**src/tcs_regs.vh**
```
// Purpose: register offsets, field positions and reset values for the timer clock block
// Assumes: 8-bit special-function register port, byte addresses as printed
// Notes: definitions only
`ifndef TCS_REGS_VH
`define TCS_REGS_VH

`define TCS_ADDR_CLK_SEL 8'h8E
`define TCS_ADDR_T2_CTRL 8'hC8
`define TCS_ADDR_RELOAD_LOW 8'hCA
`define TCS_ADDR_RELOAD_HIGH 8'hCB
`define TCS_ADDR_COUNT_LOW 8'hCC
`define TCS_ADDR_COUNT_HIGH 8'hCD

`define TCS_CLK_SEL_RESET 8'h00
`define TCS_T2_CTRL_RESET 8'h00

// Clock-select register fields
`define TCS_CS_T3H 7
`define TCS_CS_T3L 6
`define TCS_CS_T2H 5
`define TCS_CS_T2L 4
`define TCS_CS_T1 3
`define TCS_CS_T0 2

// Timer 2 control fields
`define TCS_T2_HFLAG 7
`define TCS_T2_LFLAG 6
`define TCS_T2_LIRQEN 5
`define TCS_T2_SPLIT 3
`define TCS_T2_RUN 2
`define TCS_T2_ALTCLK 0
`define TCS_T2_WMASK 8'hED

// Prescale codes and divide ratios
`define TCS_PS_DIV12 2'h0
`define TCS_PS_DIV4 2'h1
`define TCS_PS_DIV48 2'h2
`define TCS_PS_EXT8 2'h3
`define TCS_DIV12_LAST 6'h0B
`define TCS_DIV4_LAST 6'h03
`define TCS_DIV48_LAST 6'h2F
`define TCS_EXT8_LAST 3'h7

`endif

```
**src/tcs_timer2.v**
```verilog
// Purpose: timer clock select, prescaler, and timer 2 auto-reload timer
// Assumes: one 20 MHz clock; external clock sampled as a plain input no faster than clk/2
// Notes: every divided clock is a one-cycle count enable in the clk domain
`timescale 1ns/1ps
`include "tcs_regs.vh"

// Function
// - Timer 3 high select counts only in split
// - Timer 3 low select: system or alternate
// - Timer 1 select ignored in counter mode
// - Timer 0 select ignored in counter mode
// - Prescale code picks /12 /4 /48 ext/8
// - External clock synchronised before any use
// - Timer 2 sixteen bit or split eight
// - Sixteen-bit wrap reloads and sets high flag
// - High flag requests interrupt when enabled
// - Low wrap requests with low enable too
// - Split bytes reload from own reload byte
// - Run gates all, or high only split
// - Alternate clock is /12 or ext/8
// - Low select: system or alternate clock
// - High select used only in split
// - Low and high wraps set their flags
// - Split: high overflow, or low overflow with low enable, requests interrupt
// - Flags cleared only by software zero write
// - Control bits 4 and 1 read zero
// - Counter bytes readable and writable
module tcs_timer2 #(
	parameter DIV_W = 6
)(
	input wire clk,
	input wire rst,
	input wire ce,
	input wire ext_clk,
	input wire cpu_timer_irq_enable,
	input wire tim0_counter_mode,
	input wire tim1_counter_mode,
	input wire tim3_split_mode,
	input wire tim3_alt_clock_sel,
	input wire [7:0] sfr_addr,
	input wire [7:0] sfr_wdata,
	input wire sfr_wr,
	input wire sfr_rd,
	output reg [7:0] sfr_rdata,
	output reg timer2_irq,
	output reg tim0_tick,
	output reg tim1_tick,
	output reg tim3_low_tick,
	output reg tim3_high_tick
);

	// ------------------------------------------------------------
	// Registers
	// ------------------------------------------------------------
	reg [7:0] timer_clock_select;
	reg [7:0] timer2_control;
	reg [7:0] reload_low;
	reg [7:0] reload_high;
	reg [7:0] count_low;
	reg [7:0] count_high;
	reg ext_s1;
	reg ext_s2;
	reg ext_s3;
	reg [2:0] ext_div;
	reg [DIV_W-1:0] div12_cnt;
	reg [DIV_W-1:0] div4_cnt;
	reg [DIV_W-1:0] div48_cnt;

	wire [1:0] prescale_code = timer_clock_select[1:0];
	wire tim3_high_clk_sel = timer_clock_select[`TCS_CS_T3H];
	wire tim3_low_clk_sel = timer_clock_select[`TCS_CS_T3L];
	wire tim_b_high_clk_sel = timer_clock_select[`TCS_CS_T2H];
	wire tim_b_low_clk_sel = timer_clock_select[`TCS_CS_T2L];
	wire tim1_clk_sel = timer_clock_select[`TCS_CS_T1];
	wire tim0_clk_sel = timer_clock_select[`TCS_CS_T0];
	wire high_overflow_flag = timer2_control[`TCS_T2_HFLAG];
	wire low_overflow_flag = timer2_control[`TCS_T2_LFLAG];
	wire low_overflow_irq_en = timer2_control[`TCS_T2_LIRQEN];
	wire split_mode = timer2_control[`TCS_T2_SPLIT];
	wire run_control = timer2_control[`TCS_T2_RUN];
	wire alt_clock_sel = timer2_control[`TCS_T2_ALTCLK];

	// Shared decode for the register selects
	function hit;
		input [7:0] a;
		input [7:0] target;
		begin
			hit = (a == target);
		end
	endfunction

	// ------------------------------------------------------------
	// External clock synchroniser and divide-by-8
	// ------------------------------------------------------------
	// Edge detect reads stages two and three only, never the first flop
	wire ext_rise = ext_s2 & ~ext_s3;
	wire ext8_tick = ext_rise && (ext_div == `TCS_EXT8_LAST);
	always @(posedge clk)
	begin
		if (rst)
		begin
			ext_s1 <= 1'b0;
			ext_s2 <= 1'b0;
			ext_s3 <= 1'b0;
			ext_div <= 3'h0;
		end
		else if (ce)
		begin
			ext_s1 <= ext_clk;
			ext_s2 <= ext_s1;
			ext_s3 <= ext_s2;
			if (ext_rise)
				ext_div <= ext_div + 3'h1;
		end
	end

	// ------------------------------------------------------------
	// System clock dividers as count enables
	// ------------------------------------------------------------
	// Free-running so a mode switch never waits on a stale count
	wire div12_tick = (div12_cnt == `TCS_DIV12_LAST);
	wire div4_tick = (div4_cnt == `TCS_DIV4_LAST);
	wire div48_tick = (div48_cnt == `TCS_DIV48_LAST);
	always @(posedge clk)
	begin
		if (rst)
		begin
			div12_cnt <= {DIV_W{1'b0}};
			div4_cnt <= {DIV_W{1'b0}};
			div48_cnt <= {DIV_W{1'b0}};
		end
		else if (ce)
		begin
			div12_cnt <= div12_tick ? {DIV_W{1'b0}} : div12_cnt + 1'b1;
			div4_cnt <= div4_tick ? {DIV_W{1'b0}} : div4_cnt + 1'b1;
			div48_cnt <= div48_tick ? {DIV_W{1'b0}} : div48_cnt + 1'b1;
		end
	end

	// ------------------------------------------------------------
	// Clock selection
	// ------------------------------------------------------------
	reg prescale_tick;
	always @*
	begin
		case (prescale_code)
			`TCS_PS_DIV12: prescale_tick = div12_tick;
			`TCS_PS_DIV4: prescale_tick = div4_tick;
			`TCS_PS_DIV48: prescale_tick = div48_tick;
			`TCS_PS_EXT8: prescale_tick = ext8_tick;
			default: prescale_tick = 1'b0;
		endcase
	end

	wire alt_tick = alt_clock_sel ? ext8_tick : div12_tick;
	wire t3_alt_tick = tim3_alt_clock_sel ? ext8_tick : div12_tick;
	wire low_en = tim_b_low_clk_sel ? 1'b1 : alt_tick;
	// High select only matters split; 16-bit carries from the low byte
	wire high_clk_en = tim_b_high_clk_sel ? 1'b1 : alt_tick;
	wire t3_low_en = tim3_low_clk_sel ? 1'b1 : t3_alt_tick;
	wire t3_high_en = (tim3_split_mode && tim3_high_clk_sel) ? 1'b1 : t3_alt_tick;

	// Counter mode takes its own pin edges, so the timer 0 and 1 ticks go quiet
	always @(posedge clk)
	begin
		if (rst)
		begin
			tim0_tick <= 1'b0;
			tim1_tick <= 1'b0;
			tim3_low_tick <= 1'b0;
			tim3_high_tick <= 1'b0;
		end
		else if (ce)
		begin
			tim0_tick <= ~tim0_counter_mode & (tim0_clk_sel | prescale_tick);
			tim1_tick <= ~tim1_counter_mode & (tim1_clk_sel | prescale_tick);
			tim3_low_tick <= t3_low_en;
			tim3_high_tick <= tim3_split_mode ? t3_high_en : t3_low_en;
		end
	end

	// ------------------------------------------------------------
	// Timer 2 counting
	// ------------------------------------------------------------
	// Split: low always runs, high gated by run; 16-bit: run gates both
	wire low_step = low_en && (split_mode || run_control);
	wire low_wrap = low_step && (count_low == 8'hFF);
	wire high_step = split_mode ? (run_control && high_clk_en) : low_wrap;
	wire high_wrap = high_step && (count_high == 8'hFF);
	reg [7:0] next_count_low;
	reg [7:0] next_count_high;
	always @*
	begin
		next_count_low = count_low;
		next_count_high = count_high;
		if (split_mode)
		begin
			if (low_step)
				next_count_low = low_wrap ? reload_low : count_low + 8'h01;
			if (high_step)
				next_count_high = high_wrap ? reload_high : count_high + 8'h01;
		end
		else if (low_step)
		begin
			if (high_wrap)
			begin
				next_count_low = reload_low;
				next_count_high = reload_high;
			end
			else
			begin
				next_count_low = count_low + 8'h01;
				if (low_wrap)
					next_count_high = count_high + 8'h01;
			end
		end
	end

	// ------------------------------------------------------------
	// Register writes, counter update and flags
	// ------------------------------------------------------------
	// Software writes win over counting for the bytes; flag sets win over clears
	wire [7:0] ctrl_wr_val = sfr_wdata & `TCS_T2_WMASK;
	wire ctrl_wr = sfr_wr && hit(sfr_addr, `TCS_ADDR_T2_CTRL);
	always @(posedge clk)
	begin
		if (rst)
		begin
			timer_clock_select <= `TCS_CLK_SEL_RESET;
			timer2_control <= `TCS_T2_CTRL_RESET;
			reload_low <= 8'h00;
			reload_high <= 8'h00;
			count_low <= 8'h00;
			count_high <= 8'h00;
		end
		else if (ce)
		begin
			if (sfr_wr && hit(sfr_addr, `TCS_ADDR_CLK_SEL))
				timer_clock_select <= sfr_wdata;
			if (ctrl_wr)
				timer2_control <= ctrl_wr_val;
			if (sfr_wr && hit(sfr_addr, `TCS_ADDR_RELOAD_LOW))
				reload_low <= sfr_wdata;
			if (sfr_wr && hit(sfr_addr, `TCS_ADDR_RELOAD_HIGH))
				reload_high <= sfr_wdata;
			count_low <= (sfr_wr && hit(sfr_addr, `TCS_ADDR_COUNT_LOW)) ?
				sfr_wdata : next_count_low;
			count_high <= (sfr_wr && hit(sfr_addr, `TCS_ADDR_COUNT_HIGH)) ?
				sfr_wdata : next_count_high;
			// Wraps set flags here; the write path above can also clear or set them
			if (high_wrap)
				timer2_control[`TCS_T2_HFLAG] <= 1'b1;
			if (low_wrap)
				timer2_control[`TCS_T2_LFLAG] <= 1'b1;
		end
	end

	// ------------------------------------------------------------
	// Interrupt request and read data
	// ------------------------------------------------------------
	// Level request; holds while an enabled flag stays set and the CPU enable is high
	always @(posedge clk)
	begin
		if (rst)
		begin
			timer2_irq <= 1'b0;
			sfr_rdata <= 8'h00;
		end
		else if (ce)
		begin
			timer2_irq <= cpu_timer_irq_enable & (high_overflow_flag |
				(low_overflow_flag & low_overflow_irq_en));
			if (sfr_rd)
			begin
				if (hit(sfr_addr, `TCS_ADDR_CLK_SEL))
					sfr_rdata <= timer_clock_select;
				else if (hit(sfr_addr, `TCS_ADDR_T2_CTRL))
					sfr_rdata <= timer2_control & `TCS_T2_WMASK;
				else if (hit(sfr_addr, `TCS_ADDR_RELOAD_LOW))
					sfr_rdata <= reload_low;
				else if (hit(sfr_addr, `TCS_ADDR_RELOAD_HIGH))
					sfr_rdata <= reload_high;
				else if (hit(sfr_addr, `TCS_ADDR_COUNT_LOW))
					sfr_rdata <= count_low;
				else if (hit(sfr_addr, `TCS_ADDR_COUNT_HIGH))
					sfr_rdata <= count_high;
				else
					sfr_rdata <= 8'h00;
			end
		end
	end

endmodule

```
**config.mk**
```make
export PLATFORM = sky130hd
export DESIGN_NAME = tcs_timer2
export DESIGN_NICKNAME = d
export VERILOG_FILES = /design/src/tcs_timer2.v
export VERILOG_INCLUDE_DIRS = /design/src /design/src/src
export SDC_FILE = /design/constraint.sdc
export NUM_CORES = 1
export LEC_CHECK = 0
export BUFFER_PORTS_ARGS = -buffer_cell sky130_fd_sc_hd__buf_2
export CORE_ASPECT_RATIO = 1.4
export CORE_MARGIN = 3
export CORE_UTILIZATION = 54
export DETAILED_ROUTE_END_ITERATION = 8
export GPL_ROUTABILITY_DRIVEN = 1
export PLACE_DENSITY_LB_ADDON = 0.1
export SLEW_MARGIN = 10
export SYNTH_ARGS = -nofsm -noshare
export SYNTH_HDL_FRONTEND = slang
export SYNTH_SLANG_ARGS = --single-unit
```
**constraint.sdc**
```tcl
create_clock -name clk -period 2.4 [get_ports clk]
set_clock_uncertainty 0.05 [all_clocks]
set_input_delay 0.12 -clock clk [delete_from_list [all_inputs] [get_ports clk]]
set_output_delay 0.12 -clock clk [all_outputs]
set_load 0.02 [all_outputs]
```
==> impl_metrics.csv <==
group,metric,value,unit
place,numPortBuffers,39,
critical_path,r2r-start,"ext_div[0]",
clocking,cts_setup_buffers,0,
synth,yosys.cell_types.count,57,
floorplanning,start_util,56.19,%
timing,period_share,94.26,%
detailed_routing,drtIter0Drc,386,
layout,multi_input_area,2629,sq um
worst_hold_path,hp-start,"tim1_counter_mode",
timing,finalCriticalPeriod,2.262,ns
power,p_comb_share,7.9,%
synth,synth_edf_count,0,
critical_path,setup.worst_path.end_class,"register",
flow_run,drv_cap,0,
critical_path,path_cells,"ha_1, ha_1, and4b_4, a211oi_4, nor3_1, buf_4, or3_1, a311oi_1",
worst_hold_path,holdPathStages,4,
critical_path,cp.required,2.61,ns
synth,syn_area,4408,sq um
timing,max-slew-margin-rel,62.27,%
synth,syn_avg_cell_area,8.543,sq um
global_routing,grt_util_met3,4.857,%
layout,fill_cells,719,
critical_path,crit_path_top_delay_cell,"or3_1",
global_routing,antenna_found_initial,0,
layout,fin_area,5046,sq um
critical_path,critPathArrivalTime,2.47,ns
detailed_routing,drt_first_pass_iters,5,
detailed_routing,detail-route-antenna-nets,0,
floorplanning,dieArea,9298,sq um
power,internal_power,2037,uW
critical_path,criticalPathCategory,"reg2reg",
place,place_hpwl,8831,um
critical_path,rr_worst_depth,8,
clocking,clk_latency,0.36,ns
worst_hold_path,min_path_type,"in2reg",
power,sw_frac_of_total,24.32,%
synth,syn_inst,516,
global_routing,grt_pass1_vias,3988,
timing,setup_tns,0,ns
power,peakVddDrop,448.5,uV
critical_path,max_stage_delay,0.34,ns
detailed_routing,via_per_inst,6.102,
power,p_sw,654.6,uW
global_routing,grt_busiest_layer,"met2",
power,seqPwrFrac,52.5,%
place,place_area,4810,sq um
power,cellPowerDensity,533.5,nW/um^2
timing,worst_pin_slew,0.5644,ns
layout,regArea,1662,sq um
floorplanning,rows,38,
synth,synth.net_count,550,
floorplanning,io_pins,40,
clocking,cts-buffers-inserted,9,
critical_path,path_depth,8,
critical_path,worstPathMaxFanout,11,
place,gp_congestion,0.9472,
clocking,cts_tree,"yes",
clocking,path_clk_slew,0.08,ns
global_routing,grt_use_met1,32.56,%
critical_path,start_kind,"register",
power,clkPwrFrac,39.6,%
synth,synthArstFlopShare,0,%
critical_path,crit_top_cell,"ha_1",
global_routing,grt_pass1_wl,19660,um
layout,nets,598,
floorplanning,core,7845,sq um
outcome,status,"completed",
global_routing,grt_max_degree,27,
synth,synth-seq-cells,83,
timing,hold_viol,0,
detailed_routing,vias,4076,
global_routing,grt_usage,27.63,%
clocking,cts_buffer_depth,2,
global_routing,gr-total-overflow,0,
clocking,h-tree-depth,3,
detailed_routing,wl_per_cell,18.11,um
timing,finalSetupViolations,0,
layout,syn2layout_area_growth,14.48,%
power,leakagePower,0.001963,uW
global_routing,met2_usage,45.61,%
timing,fmax,442.1,MHz
critical_path,startpoint,"ext_div[0]",
critical_path,path_delay_family,"simple AND/OR/NAND/NOR gates",
synth,ys_warn_count,0,
synth,ys_dominant_reg_cell,"dfxtp_1",
detailed_routing,drt_wl_total,12100,um
clocking,cts-root-buf,"clkbuf_8",
detailed_routing,drc,0,
critical_path,crit_buf_inv,1,
floorplanning,die_w,82.36,um
clocking,cts_sinks,83,
synth,synth_seq_area_share,37.70,%
floorplanning,die_h,112.9,um
layout,diodes,0,
timing,rsz0062_at_grt,"false",
layout,drive_above_1_share,17.08,%
timing,maxSlewViolCount,0,
metal layers:
metal	part of all wire, %	wire length (um)	vias to the layer above
met5	0	0	-
met4	5.3	636	0
met3	5.1	618	40
met2	50	6033	141
met1	40	4810	1934
li1	-	-	1961
area by class of cell:
type                       instances  share of cell area [%]
multi-input combinational        402                   52.10
sequential                        83                   32.93
timing repair buffer              65                   8.083
clock buffer                      12                   3.273
tap                              100                   2.480
clock inverter                     3                  0.9174
inverter                           3                  0.2232
path summary, 6_finish.rpt:
kind,to,slack [ns]
worst max-delay path,count_low[3],0.14
worst min-delay path,tim1_tick,0.01
worst min register to register,timer2_irq,0.42
worst max register to register,count_low[3],0.14
flip-flops by register name, summed over array words and instances (netlist names), 3 cells and up:
register and flops:
count_high 8, count_low 8, div12_cnt 6, div48_cnt 6
div4_cnt 6, ext_div 3, reload_high 8, reload_low 8
sfr_rdata 8, timer2_control 6, timer_clock_select 8
synthesized netlist by cell type, drive strengths merged (3+ instances only):
cell type	n	share of area, %
ha	7	2.0
and4	3	0.65
nand4	10	1.8
o21ai	35	4.0
nand3	18	2.0
o41ai	5	0.99
and3	5	0.71
nand2b	4	0.57
o22ai	3	0.43
mux2i	42	9.5
a311oi	7	1.7
nand2	32	2.7
xnor2	11	2.2
a21oi	30	3.4
nor3	10	1.2
dfxtp	83	38
a211oi	12	2.4
o21a	4	0.71
nor2b	8	1.1
a211o	3	0.60
clkbuf	17	1.4
or3	9	1.3
nor2	88	7.8
a21o	4	0.68
and2	4	0.57
buf	11	1.1
nand3b	7	1.2
o211ai	5	0.85
inv	3	0.26
xor2	16	3.2
a31oi	3	0.43
kinds of logic (layout without fill, tap and decap cells):
logic type	after synthesis	count (layout)	share of synthesized area (%)
AND/OR/NAND/NOR	207	207	23.84
AO/OA/AOI/OAI	118	118	18.28
buffers and inverters	31	83	2.782
XOR/XNOR	27	27	5.365
flip-flops	83	83	37.70
adder cells (fa/ha/maj)	7	7	1.987
multiplexers	43	43	10.05
worst reg2reg max path: cells and delay by family (launching register included):
family                   cells  cell delay (ns)
buffers and inverters        1             0.19
flip-flops                   1             0.33
AO/OA/AOI/OAI                2             0.55
adder cells (fa/ha/maj)      2             0.38
AND/OR/NAND/NOR              3             0.67
placed cells by master, fill, tap and decap left out, types with 3 or more instances in the layout:
master    instances
a21oi_1          30
mux2i_1          42
a311oi_1          5
nand3_1          18
a211o_1           3
o21ai_0          34
nand2b_1          4
nor2b_1           8
and2_1            4
xor2_1           16
dfxtp_1          83
and3_1            5
nor2_1           86
buf_2            39
nand2_1          32
clkbuf_8         12
o211ai_1          5
a211oi_1         10
buf_4            23
o41ai_1           5
nand4_1           9
a21o_1            4
a31oi_1           3
ha_1              7
o22ai_1           3
inv_1             3
or3_1             9
xnor2_1          11
nand3b_1          7
nor3_1            9
timing repair:
item	in CTS	in global routing
resized for setup	0	3
hold endpoints to repair	2	0
setup endpoints to repair	0	8
hold buffers	2	0
stage by stage:
step	total power (uW)	hold WS, ns	setup slack, ns	util [%]	cells
after CTS	2711	0.004657	0.08557	64.26	668
after detailed placement	1652	0.3317	0.1169	61.31	651
after global routing	2782	0.03987	0.002298	64.32	668
final	2692	0.01164	0.1379	64.32	668
after floorplan	1567	0.2060	0.1677	-	516
after global placement	1648	0.3225	0.1442	61.31	651
power groups by stage:
stage	registers, uW	clock network (uW)	logic (uW)
3_3_place_gp	1450	0	202
5_1_grt	1420	1130	234
2_1_floorplan	1450	0	114
6_report	1410	1070	211
4_1_cts	1410	1090	210
3_5_place_dp	1450	0	206
Power figures use the tool's default switching activity.
